===== src/apb_pkg.sv =====
// shared constants and types for the apdu block transport ends
package apb_pkg;
  // ==========================================================
  // block framing
  localparam int IFS_MAX = 32; // information_field bytes per I-block
  localparam logic [4:0] IFS_LAST = 5'(IFS_MAX - 1);
  localparam int FIFO_DEPTH = 32;
  localparam int FIFO_WIDTH = 9; // byte plus apdu-last flag
  localparam int FIFO_SLACK = FIFO_DEPTH - 3; // ready drops while two words are still free
  // ==========================================================
  // apdu layout
  localparam logic [8:0] INS_POS = 9'h001; // byte index of the instruction
  localparam logic [8:0] CMD_HDR_MAX = 9'h005; // longer commands carry data
  localparam logic [8:0] LEN_SAT = 9'h1FF;
  localparam logic [7:0] CHAN_MASK = 8'h03; // logical channel bits of class byte
  localparam logic [7:0] INS_DELIVERY = 8'hC2; // toolkit_data_delivery instruction
  // ==========================================================
  // status words
  localparam logic [7:0] SW1_OK = 8'h90;
  localparam logic [7:0] SW2_OK = 8'h00;
  localparam logic [7:0] SW1_WARN_A = 8'h62;
  localparam logic [7:0] SW1_WARN_B = 8'h63;
  localparam logic [3:0] SW1_APP_NIB = 4'h9;
  localparam logic [7:0] SW1_PEND = 8'h91;
  localparam logic [7:0] SW1_BUSY = 8'h93;
  localparam logic [7:0] SW2_BUSY = 8'h00;
  localparam logic [7:0] SW1_CHKERR = 8'h6F;
  // case code is {command data present, response data present}
  typedef enum logic [1:0] {
    APB_CASE1 = 2'h0,
    APB_CASE2 = 2'h1,
    APB_CASE3 = 2'h2,
    APB_CASE4 = 2'h3
  } apb_case_t;
  // warning, application and success classes may carry data
  function automatic logic apb_data_ok(input logic [7:0] sw1);
    apb_data_ok = (sw1 == SW1_WARN_A) || (sw1 == SW1_WARN_B) || (sw1[7:4] == SW1_APP_NIB);
  endfunction : apb_data_ok
endpackage : apb_pkg


===== src/apb_link_if.sv =====
// I-block byte link between terminal and card
`timescale 1ns/1ps
interface apb_link_if (
  input logic clk, // link clock
  input logic nrst // async reset, active low
);
  logic t2c_valid; // terminal to card byte valid
  logic [7:0] t2c_data; // information_field byte
  logic t2c_end; // last byte of this I-block
  logic t2c_chain; // with end: more blocks follow
  logic t2c_ready; // card takes the byte
  logic c2t_valid; // card to terminal byte valid
  logic [7:0] c2t_data;
  logic c2t_end;
  logic c2t_chain;
  logic c2t_ready; // terminal takes the byte
  modport term (
    output t2c_valid, t2c_data, t2c_end, t2c_chain, c2t_ready,
    input t2c_ready, c2t_valid, c2t_data, c2t_end, c2t_chain
  );
  modport card (
    input t2c_valid, t2c_data, t2c_end, t2c_chain, c2t_ready,
    output t2c_ready, c2t_valid, c2t_data, c2t_end, c2t_chain
  );
endinterface : apb_link_if


===== src/apb_card.sv =====
// card end: command reassembly fifo and response framing
`timescale 1ns/1ps
// ==========================================================
// fifo of command bytes
module apb_fifo #(
  parameter int WIDTH = 9,
  parameter int DEPTH = 32
) (
  input wire logic clk, // clock
  input wire logic nrst, // async reset, active low
  input wire logic in_valid, // write request
  input wire logic [WIDTH-1:0] in_data, // write word
  output logic in_ready, // not full
  output logic out_valid, // not empty
  output logic [WIDTH-1:0] out_data, // head word
  input wire logic out_ready, // reader takes head
  output logic [$clog2(DEPTH):0] level // words held
);
  localparam int AW = $clog2(DEPTH);
  logic [WIDTH-1:0] mem [DEPTH];
  logic [AW-1:0] wp, rp, next_wp, next_rp;
  logic [AW:0] cnt, next_cnt;
  logic push, pop;
  // pointers wrap naturally, depth is a power of two
  always_comb begin
    push = in_valid && in_ready;
    pop = out_valid && out_ready;
    next_wp = push ? AW'(wp + 1'b1) : wp;
    next_rp = pop ? AW'(rp + 1'b1) : rp;
    next_cnt = (AW+1)'(cnt + (AW+1)'(push) - (AW+1)'(pop));
  end
  always_ff @(posedge clk or negedge nrst) begin
    if (!nrst) begin
      wp <= '0;
      rp <= '0;
      cnt <= '0;
    end else begin
      wp <= next_wp;
      rp <= next_rp;
      cnt <= next_cnt;
    end
  end
  // storage has no reset, contents are gated by cnt
  always_ff @(posedge clk) begin
    if (push) begin
      mem[wp] <= in_data;
    end
  end
  assign in_ready = (cnt != (AW+1)'(DEPTH));
  assign out_valid = (cnt != '0);
  assign out_data = mem[rp];
  assign level = cnt;
endmodule : apb_fifo

// ==========================================================
// card end
module apb_card
  import apb_pkg::*;
(
  input wire logic clk, // 200 MHz clock
  input wire logic nrst, // async reset, active low
  apb_link_if.card lnk, // link to terminal
  output logic cmd_valid, // command byte available
  output logic [7:0] cmd_data, // command byte
  output logic cmd_last, // last byte of the apdu
  input wire logic cmd_ready, // user takes command byte
  output logic cmd_done, // pulse: whole command received
  input wire logic rsp_go, // pulse: status ready
  input wire logic [7:0] rsp_sw1, // status byte 1
  input wire logic [7:0] rsp_sw2, // status byte 2
  input wire logic rsp_has_data, // response data follows
  input wire logic rsp_valid, // response byte valid
  input wire logic [7:0] rsp_data, // response byte
  input wire logic rsp_last, // last response byte
  output logic rsp_ready, // card takes response byte
  input wire logic toolkit_pending, // proactive command waiting
  input wire logic [7:0] pending_len, // its length
  input wire logic toolkit_busy, // card_toolkit_layer cannot take delivery
  output apb_case_t apdu_case, // case of finished pair
  output logic case_valid // pulse: apdu_case updated
);
  typedef enum logic [5:0] {
    C_RX = 6'b000001,
    C_WAIT = 6'b000010,
    C_DATA = 6'b000100,
    C_DROP = 6'b001000,
    C_SW1 = 6'b010000,
    C_SW2 = 6'b100000
  } apb_cstate_t;
  apb_cstate_t state, next_state;
  logic rx_ready, next_rx_ready;
  logic tx_valid, next_tx_valid, tx_end, next_tx_end, tx_chain, next_tx_chain;
  logic [7:0] tx_data, next_tx_data, ins, next_ins, sw1, next_sw1, sw2, next_sw2;
  logic [4:0] tx_cnt, next_tx_cnt;
  logic [8:0] len, next_len;
  logic sent, next_sent, rsp_rdy, next_rsp_rdy, done, next_done, cval, next_cval;
  apb_case_t next_case;
  logic take, tx_fire, busy, allow, fifo_in_ready, fifo_valid;
  logic [FIFO_WIDTH-1:0] fifo_out;
  logic [$clog2(FIFO_DEPTH):0] level;

  assign take = lnk.t2c_valid && rx_ready && fifo_in_ready;
  assign tx_fire = tx_valid && lnk.c2t_ready;

  // chained blocks land in order in one fifo, apdu ends at unchained end
  apb_fifo #(.WIDTH(FIFO_WIDTH), .DEPTH(FIFO_DEPTH)) u_cmd_fifo (
    .clk(clk),
    .nrst(nrst),
    .in_valid(take),
    .in_data({lnk.t2c_end && !lnk.t2c_chain, lnk.t2c_data}),
    .in_ready(fifo_in_ready),
    .out_valid(fifo_valid),
    .out_data(fifo_out),
    .out_ready(cmd_ready),
    .level(level)
  );

  // ==========================================================
  // next-state logic
  always_comb begin
    next_state = state;
    next_tx_valid = tx_valid;
    next_tx_data = tx_data;
    next_tx_end = tx_end;
    next_tx_chain = tx_chain;
    next_tx_cnt = tx_cnt;
    next_len = len;
    next_ins = ins;
    next_sw1 = sw1;
    next_sw2 = sw2;
    next_sent = sent;
    next_rsp_rdy = rsp_rdy;
    next_done = 1'b0;
    next_cval = 1'b0;
    next_case = apdu_case;
    busy = (ins == INS_DELIVERY) && toolkit_busy;
    allow = apb_data_ok(rsp_sw1) && !busy;
    // block counter restarts after each end byte leaves
    if (tx_fire) begin
      next_tx_valid = 1'b0;
      next_tx_cnt = tx_end ? 5'h00 : 5'(tx_cnt + 1'b1);
    end
    unique case (state)
      C_RX: begin
        if (take) begin
          next_len = (len == LEN_SAT) ? len : 9'(len + 1'b1);
          if (len == INS_POS) begin
            next_ins = lnk.t2c_data;
          end
          if (lnk.t2c_end && !lnk.t2c_chain) begin
            next_state = C_WAIT;
            next_done = 1'b1;
          end
        end
      end
      C_WAIT: begin
        if (rsp_go) begin
          next_sent = 1'b0;
          next_sw1 = rsp_sw1;
          next_sw2 = rsp_sw2;
          if (busy) begin
            next_sw1 = SW1_BUSY;
            next_sw2 = SW2_BUSY;
          end else if (rsp_sw1 == SW1_OK && rsp_sw2 == SW2_OK && toolkit_pending) begin
            next_sw1 = SW1_PEND;
            next_sw2 = pending_len;
          end
          next_rsp_rdy = rsp_has_data;
          if (!rsp_has_data) begin
            next_state = C_SW1;
          end else if (allow) begin
            next_state = C_DATA;
          end else begin
            next_state = C_DROP;
          end
        end
      end
      C_DATA: begin
        if (tx_fire) begin
          next_rsp_rdy = 1'b1;
        end
        // one byte in flight at a time, so rsp_ready stays a plain flop
        if (rsp_valid && rsp_rdy) begin
          next_tx_valid = 1'b1;
          next_tx_data = rsp_data;
          next_tx_end = (tx_cnt == IFS_LAST);
          next_tx_chain = 1'b1;
          next_sent = 1'b1;
          next_rsp_rdy = 1'b0;
          if (rsp_last) begin
            next_state = C_SW1;
          end
        end
      end
      C_DROP: begin
        // data of a failing status is swallowed, never sent
        if (rsp_valid && rsp_last) begin
          next_rsp_rdy = 1'b0;
          next_state = C_SW1;
        end
      end
      C_SW1: begin
        if (!tx_valid) begin
          next_tx_valid = 1'b1;
          next_tx_data = sw1;
          next_tx_end = (tx_cnt == IFS_LAST);
          next_tx_chain = 1'b1;
          next_state = C_SW2;
        end
      end
      C_SW2: begin
        if (!tx_valid) begin
          next_tx_valid = 1'b1;
          next_tx_data = sw2;
          next_tx_end = 1'b1;
          next_tx_chain = 1'b0;
          next_len = '0;
          next_cval = 1'b1;
          next_case = apb_case_t'({len > CMD_HDR_MAX, sent});
          next_state = C_RX;
        end
      end
    endcase
    // early drop leaves room for bytes already in flight
    next_rx_ready = (next_state == C_RX) && (level <= ($clog2(FIFO_DEPTH)+1)'(FIFO_SLACK));
  end

  // ==========================================================
  // state registers
  always_ff @(posedge clk or negedge nrst) begin
    if (!nrst) begin
      state <= C_RX;
      rx_ready <= 1'b0;
      tx_valid <= 1'b0;
      tx_data <= 8'h00;
      tx_end <= 1'b0;
      tx_chain <= 1'b0;
      tx_cnt <= 5'h00;
      len <= 9'h000;
      ins <= 8'h00;
      sw1 <= 8'h00;
      sw2 <= 8'h00;
      sent <= 1'b0;
      rsp_rdy <= 1'b0;
      done <= 1'b0;
      cval <= 1'b0;
      apdu_case <= APB_CASE1;
    end else begin
      state <= next_state;
      rx_ready <= next_rx_ready;
      tx_valid <= next_tx_valid;
      tx_data <= next_tx_data;
      tx_end <= next_tx_end;
      tx_chain <= next_tx_chain;
      tx_cnt <= next_tx_cnt;
      len <= next_len;
      ins <= next_ins;
      sw1 <= next_sw1;
      sw2 <= next_sw2;
      sent <= next_sent;
      rsp_rdy <= next_rsp_rdy;
      done <= next_done;
      cval <= next_cval;
      apdu_case <= next_case;
    end
  end

  assign lnk.t2c_ready = rx_ready;
  assign lnk.c2t_valid = tx_valid;
  assign lnk.c2t_data = tx_data;
  assign lnk.c2t_end = tx_end;
  assign lnk.c2t_chain = tx_chain;
  assign cmd_valid = fifo_valid;
  assign cmd_data = fifo_out[7:0];
  assign cmd_last = fifo_out[8];
  assign cmd_done = done;
  assign rsp_ready = rsp_rdy;
  assign case_valid = cval;
endmodule : apb_card


===== src/flat_wrapper.sv =====
// flat-port wrapper written by rule: the top's interface ports become plain ports
module apb_card_flat import apb_pkg::*;
  (clk, nrst, cmd_valid, cmd_data, cmd_last, cmd_ready, cmd_done, rsp_go, rsp_sw1, rsp_sw2, rsp_has_data, rsp_valid, rsp_data, rsp_last, rsp_ready, toolkit_pending, pending_len, toolkit_busy, apdu_case, case_valid, lnk_t2c_valid, lnk_t2c_data, lnk_t2c_end, lnk_t2c_chain, lnk_c2t_ready, lnk_t2c_ready, lnk_c2t_valid, lnk_c2t_data, lnk_c2t_end, lnk_c2t_chain);
  apb_link_if lnk_i (.clk(clk), .nrst(nrst));
  input wire logic clk;
  input wire logic nrst;
  output logic cmd_valid;
  output logic [7:0] cmd_data;
  output logic cmd_last;
  input wire logic cmd_ready;
  output logic cmd_done;
  input wire logic rsp_go;
  input wire logic [7:0] rsp_sw1;
  input wire logic [7:0] rsp_sw2;
  input wire logic rsp_has_data;
  input wire logic rsp_valid;
  input wire logic [7:0] rsp_data;
  input wire logic rsp_last;
  output logic rsp_ready;
  input wire logic toolkit_pending;
  input wire logic [7:0] pending_len;
  input wire logic toolkit_busy;
  output apb_case_t apdu_case;
  output logic case_valid;
  input wire logic [$bits(lnk_i.t2c_valid)-1:0] lnk_t2c_valid;
  input wire logic [$bits(lnk_i.t2c_data)-1:0] lnk_t2c_data;
  input wire logic [$bits(lnk_i.t2c_end)-1:0] lnk_t2c_end;
  input wire logic [$bits(lnk_i.t2c_chain)-1:0] lnk_t2c_chain;
  input wire logic [$bits(lnk_i.c2t_ready)-1:0] lnk_c2t_ready;
  output wire logic [$bits(lnk_i.t2c_ready)-1:0] lnk_t2c_ready;
  output wire logic [$bits(lnk_i.c2t_valid)-1:0] lnk_c2t_valid;
  output wire logic [$bits(lnk_i.c2t_data)-1:0] lnk_c2t_data;
  output wire logic [$bits(lnk_i.c2t_end)-1:0] lnk_c2t_end;
  output wire logic [$bits(lnk_i.c2t_chain)-1:0] lnk_c2t_chain;
  assign lnk_i.t2c_valid = lnk_t2c_valid;
  assign lnk_i.t2c_data = lnk_t2c_data;
  assign lnk_i.t2c_end = lnk_t2c_end;
  assign lnk_i.t2c_chain = lnk_t2c_chain;
  assign lnk_i.c2t_ready = lnk_c2t_ready;
  assign lnk_t2c_ready = lnk_i.t2c_ready;
  assign lnk_c2t_valid = lnk_i.c2t_valid;
  assign lnk_c2t_data = lnk_i.c2t_data;
  assign lnk_c2t_end = lnk_i.c2t_end;
  assign lnk_c2t_chain = lnk_i.c2t_chain;
  apb_card u_core (.clk(clk), .nrst(nrst), .lnk(lnk_i), .cmd_valid(cmd_valid), .cmd_data(cmd_data), .cmd_last(cmd_last), .cmd_ready(cmd_ready), .cmd_done(cmd_done), .rsp_go(rsp_go), .rsp_sw1(rsp_sw1), .rsp_sw2(rsp_sw2), .rsp_has_data(rsp_has_data), .rsp_valid(rsp_valid), .rsp_data(rsp_data), .rsp_last(rsp_last), .rsp_ready(rsp_ready), .toolkit_pending(toolkit_pending), .pending_len(pending_len), .toolkit_busy(toolkit_busy), .apdu_case(apdu_case), .case_valid(case_valid));
endmodule

===== config.mk =====
export PLATFORM = sky130hd
export DESIGN_NAME = apb_card_flat
export DESIGN_NICKNAME = d
export VERILOG_FILES = /design/src/apb_pkg.sv /design/src/apb_link_if.sv /design/src/apb_card.sv /design/src/flat_wrapper.sv
export SDC_FILE = /design/constraint.sdc
export NUM_CORES = 1
export LEC_CHECK = 0
export BUFFER_PORTS_ARGS = -buffer_cell sky130_fd_sc_hd__buf_2
export CAP_MARGIN = 20
export CORE_MARGIN = 3
export CORE_UTILIZATION = 35
export CTS_BUF_LIST = sky130_fd_sc_hd__clkbuf_8
export DETAILED_ROUTE_END_ITERATION = 8
export PLACE_DENSITY = 0.5
export SYNTH_ARGS = -nofsm -noshare
export SYNTH_HDL_FRONTEND = slang
export SYNTH_HIERARCHICAL = 1
export SYNTH_SLANG_ARGS = --single-unit

===== constraint.sdc =====
create_clock -name clk -period 4.5 [get_ports clk]
set_input_delay 0.9 -clock clk [delete_from_list [all_inputs] [get_ports clk]]
set_output_delay 0.9 -clock clk [all_outputs]
set_load 0.02 [all_outputs]

; After elaboration in Yosys (flattened, before gate mapping)
; Memories as Yosys holds them, arrays and structs flattened.
; Index checks and enable logic that the tools add are counted.
[op_classes]
addsub = 6
mul = 0
div_mod_pow = 0
order_cmp = 2
eq_ne = 24
shifts = 0
muxes = 49
n_bitwise = 1
n_reduce_logical = 31
[op_table]
columns = op, n
row1 = $mux W8, 7
row2 = $mux W6, 9
row3 = $pmux W6 S6, 1
row4 = $mux W9, 3
row5 = $pmux W8 S3, 1
row6 = $mux W1, 20
row7 = $pmux W9 S2, 1
row8 = $eq A8 B7 Y1 const B, 2
row9 = $eq A8 B8 Y1 const B, 2
row10 = $add A5 B1 Y5 const B, 3
row11 = $logic_and A1 B1 Y1, 13
row12 = $eq A6 B1 Y1 const B, 2
row13 = $reduce_and A4 Y1, 3
row14 = $ne A2 B2 Y1 const B, 5
row15 = $add A9 B1 Y9 const B, 1
row16 = $eq A9 B1 Y1 const B, 1
row17 = $eq A9 B9 Y1 const B, 1
row18 = $gt A9 B3 Y1 const B, 1
row19 = $pmux W1 S3, 3
row20 = $logic_not A8 Y1, 1
row21 = $add A6 B1 Y6, 1
row22 = $eq A6 B2 Y1 const B, 1
row23 = $eq A6 B3 Y1 const B, 1
row24 = $eq A6 B4 Y1 const B, 1
row25 = other kinds (21), 29
[totals]
reg_bits = 78
latch_bits = 0
mem_bits_rw = 288
rom_bits = 0
word_cells = 133
n_memories = 1
[memory_table]
columns = memory, words, word_bits, rd, rd_ports_with_merged_regs, write_ports, line
row1 = u_core.u_cmd_fifo.mem, 32, 9, 1, 0, 1, apb_card.sv:20  ; logic [WIDTH-1:0] mem [DEPTH];

; Logic depth before layout (Yosys ltp)
[logic_depth]
ltp_word = 10
depth_mapped = 17

; By module
; Netlist, hierarchy kept.
[modules_own_cells]
columns = mod, instances, cells_each, area_each_um2, seq_area_each_um2
row1 = apb_fifo, 1, 604, 12154.2, 9048.7
row2 = apb_card, 1, 307, 3099.2, 1552.7

; Worst setup path before layout
; Ideal clock, no wire load.
[synth_timing]
path_kind = in2reg
from = input port lnk_t2c_valid
to = register u_core.u_cmd_fifo.cnt[4], in the netlist u_core/u_cmd_fifo/level[4]
setup_time_ns = 0.079
arrival_ns = 2.915
required_time_ns = 4.421
setup_slack_ns = 1.506
stages = 14
cell_sequence = nand3_1 inv_1 and2_1 clkbuf_1 inv_1 ha_1 inv_1 ha_1 inv_1 fa_1 inv_1 a21oi_1 o21bai_1 xor2_1
[synth_between]
elab_chain_cells = 5
[synth_lines]
columns = item, line
row1 = "start, declared", flat_wrapper.sv:25  ; input wire logic [$bits(lnk_i.t2c_valid)-1:0] lnk_t2c_valid;
row2 = $logic_and A1 B1 Y1 (2 in series), apb_card.sv:102  ; assign take = lnk.t2c_valid && rx_ready && fifo_in_ready;
row3 = via u_core.take, apb_card.sv:98  ; logic take, tx_fire, busy, allow, fifo_in_ready, fifo_valid;
row4 = $logic_and A1 B1 Y1, apb_card.sv:26  ; push = in_valid && in_ready;
row5 = $add A6 B1 Y6, apb_card.sv:30  ; next_cnt = (AW+1)'(cnt + (AW+1)'(push) - (AW+1)'(pop));
row6 = $sub A6 B1 Y6, apb_card.sv:30
row7 = via u_core.u_cmd_fifo.next_cnt[4], apb_card.sv:22  ; logic [AW:0] cnt, next_cnt;
row8 = "end signal, assigned", apb_card.sv:40  ; cnt <= next_cnt;
row9 = "end, declared", apb_card.sv:22
; The timed path passes the listed nets, and every way through them passes these cells.
; A chain may end at the register's enable or synchronous reset.

; Final worst setup path
[layout_timing]
from = register u_core.u_cmd_fifo.rp[0]
to = output port cmd_data[7]
[layout_between]
elab_chain_cells = 1
[layout_lines]
columns = item, line
row1 = "start, declared", apb_card.sv:21  ; logic [AW-1:0] wp, rp, next_wp, next_rp;
row2 = "start signal, assigned", apb_card.sv:39  ; rp <= next_rp;
row3 = $mem_v2 Z32 W9, -
row4 = "end, declared", flat_wrapper.sv:8  ; output logic [7:0] cmd_data;
; Every way passes these cells.

==> results.tsv <==
stage	metric	value	unit
pwr	p_int	6.16	mW
timing	period_share	92.1	%
cells_and_area	diodes	0	
logic_synthesis	synth_flop_cell	edfxtp_1	
drt	avgRoutedWirePerCell	21.7	um
critical_path	cp.required	3.60	ns
logic_synthesis	postSynthNetCount	984	
drt	finalWirelength	36.4	mm
drt	drc_errors	0	
timing	max_freq	0.241	GHz
pwr	p_sw_share	31.3	%
clock_tree	cts_buffers	61	
critical_path	crit_start	u_core/u_cmd_fifo/rp[0]	
pwr	leakage	6.46	nW
timing	period_minus_slack	4.14	ns
timing	tns	0	ns
cells_and_area	drive_gt1_share	25.0	%
drt	avgViaCountPerCell	5.11	
timing	setup_violations	0	
critical_path	crit_path_end_kind	output port	
timing	finalHoldViolCount	0	
clock_tree	cts_hold_buf	0	
critical_path	r2r-start	u_core/u_cmd_fifo/level[2]	
grt	overflow	0	
grt	grt_start_max_net_pins	55	
clock_tree	cts_sinks	366	
pwr	power_frac_seq	43.2	%
critical_path	critPathKind	flop to output port	
logic_synthesis	ys_warn_count	6	
status	outcome	finished clean	
die	die_w	215	um
timing	drv_slew	0	
clock_tree	post_cts_buffers	0	
pwr	pwr-share-comb	25.4	%
critical_path	critPathLaunchType	flop	
grt	grt.total_usage	15.7	%
pwr	clkPwrFrac	31.3	%
cells_and_area	final_common_cell	edfxtp_1	
run	cap_viol_max_count	0	
grt	grt_pass1_wl	55.4	mm
die	dieHeight	215	um
clock_tree	root_buffer	clkbuf_8	
critical_path	critPathMaxFanout	32	
cells_and_area	layout_common_cells	edfxtp_1 (288), buf_2 (78), dfrtp_1 (75)	
logic_synthesis	synth_top_cell_by_area	edfxtp_1	
clock_tree	clk_latency	0.66	ns
clock_tree	clock_path_buffers	3	
critical_path	r2r_setup_slack	1.30	ns
pwr	p_per_area	512	nW/um^2
pwr	p_switching	2.81	mW
critical_path	reg2reg_depth	16	
timing	slew-limit-headroom	30.7	%
clock_tree	clk_pin_slew	0.06	ns
grt	grt_antenna_before_repair	1	
critical_path	crit_chain	buf_4 -> mux4_2 -> a211oi_1 -> a22oi_2 -> buf_2	
pwr	peakVddDrop	0.000269	V
placed_design	portBuffers	79	
timing	tightest_slew	1.03	ns
clock_tree	cts_tree	yes	
clock_tree	cts_resized	0	
timing	holdWs	0.259	ns
cells_and_area	area_growth	14.8	%
timing	fin_skew	0.0353	ns
logic_synthesis	avgSynthCellArea	16.7	um^2
clock_tree	htreeDepth	2	
grt	grt_pass1_vias	8867	
die	rows	75	
timing	rsz0062_at_grt	false	
logic_synthesis	yosysTopAreaCellShare	56.7	%
logic_synthesis	synth-seq-area-share	69.5	%
drt	ant_nets	0	
logic_synthesis	ys_types	78	
logic_synthesis	syn_area	15300	um^2
die	pin_count	80	
critical_path	regToRegEndpoint	u_core/u_cmd_fifo/level[4]	
logic_synthesis	synth-edff-count	288	
logic_synthesis	synthArstFlopShare	21.3	%
logic_synthesis	ys_top_cells_by_area	edfxtp_1 (57%), dfrtp_1 (13%), mux4_2 (7.4%)	
die	core	42500	um^2
critical_path	arrival	3.24	ns
logic_synthesis	ys_ff_latch	366	
drt	firstDrtPassIters	6	
die	initial_core_util	35.9	%
drt	first_iter_violations	523	
min_path	hold_path.class	primary input to asynchronous set/reset pin	
placed_design	dp_hpwl	22.8	mm
die	dieArea	46100	um^2
placed_design	gp_congestion	0.813	
logic_synthesis	syn_inst	911	
critical_path	max_stage_delay	0.89	ns
cells_and_area	nets	1119	
drt	vias	8563	
critical_path	critPathSlowestCell	dfrtp_4	
[layer usage]
metal	vias to the layer above	GRT usage [%]	share of wire, %
met5	-	0	0.030
met4	2	5.46	2.6
met3	67	2.82	4.6
met2	238	25.3	47
met1	4377	21.6	45
li1	3879	-	-
[cells by family after synthesis]
logic type / share of synthesized area (%)
adders and majority gates: 1.69
xor gates and xnor gates: 0.919
and+or+nand+nor: 6.05
AOI/OAI and AO/OA: 7.10
buffers and inverters: 2.99
DFF: 69.5
muxes: 11.8
[state kept, by name (all words and copies together) (netlist names)]
name,cells
u_core/lnk.c2t_data,8
u_core/rsp_ready,1
u_core/sent,1
u_core/tx_cnt,5
u_core/lnk.c2t_valid,1
u_core/u_cmd_fifo/level,6
u_core/sw1,8
u_core/u_cmd_fifo/mem,288
u_core/lnk.t2c_ready,1
u_core/cmd_done,1
u_core/lnk.c2t_chain,1
u_core/u_cmd_fifo/wp,5
u_core/lnk.c2t_end,1
u_core/len,9
u_core/sw2,8
u_core/state,6
u_core/case_valid,1
u_core/u_cmd_fifo/rp,5
u_core/apdu_case,2
u_core/ins,8
[through the flow]
step / setup slack (ns) / total power [mW] / instances / utilization, % / instance area, um^2
after floorplan: 1.51 / 5.63 / 911 / - / 15300
after global placement: 0.938 / 6.25 / 1560 / 38.4 / 16300
after detailed placement: 0.993 / 6.27 / 1560 / 38.4 / 16300
after CTS: 0.251 / 9.12 / 1675 / 41.2 / 17500
after global routing: 0.154 / 9.41 / 1675 / 41.2 / 17500
final: 0.356 / 8.96 / 1675 / 41.2 / 17500
[power by group through the flow]
stage	sequential, mW	combinational, mW	clock, mW
after CTS	3.88	2.32	2.92
after detailed placement	3.95	2.32	0
after global routing	3.90	2.44	3.08
after global placement	3.95	2.30	0
final	3.88	2.28	2.81
after floorplan	3.81	1.81	0
[worst max path at each step]
stage | end | cells after the start
finish | cmd_data[7] | 5
global route | cmd_data[7] | 5
CTS | cmd_data[7] | 5
detailed placement | cmd_last | 5
global placement | cmd_last | 5
floorplan | u_core/u_cmd_fifo/level[4] | 14
[area by class of cell]
cell class,count,area [um^2]
Timing Repair Buffer,112,671
Clock inverter,50,275
Fill cell,3935,25000
Inverter,39,146
Tap cell,577,722
Multi-Input combinational cell,466,4200
Sequential cell,366,10600
Clock buffer,65,895
[Yosys cell counts (6+ instances only)]
library cell  instances
edfxtp_1            288
dfrtp_1              77
mux4_2               50
nor2_1               49
mux2i_1              46
nand2_1              44
inv_1                38
a21oi_1              25
o21ai_0              25
ha_1                 19
clkbuf_1             13
nand3_1              13
a22o_1               11
a22oi_1              11
o221ai_1             11
a211oi_1             10
xnor2_1              10
o22ai_1               9
a222oi_1              8
and2_1                8
buf_2                 8
mux2_2                8
a211oi_2              7
nand4_1               7
nor4_1                7
xor2_1                6
[worst max-delay path: cells and delay by family, from the launching register on]
family | cells | cell delay, ns
buf+inv | 2 | 0.61
compound gates | 2 | 0.54
flops | 1 | 0.89
mux | 1 | 0.55
No activity file was read; power rests on OpenSTA's default activity.
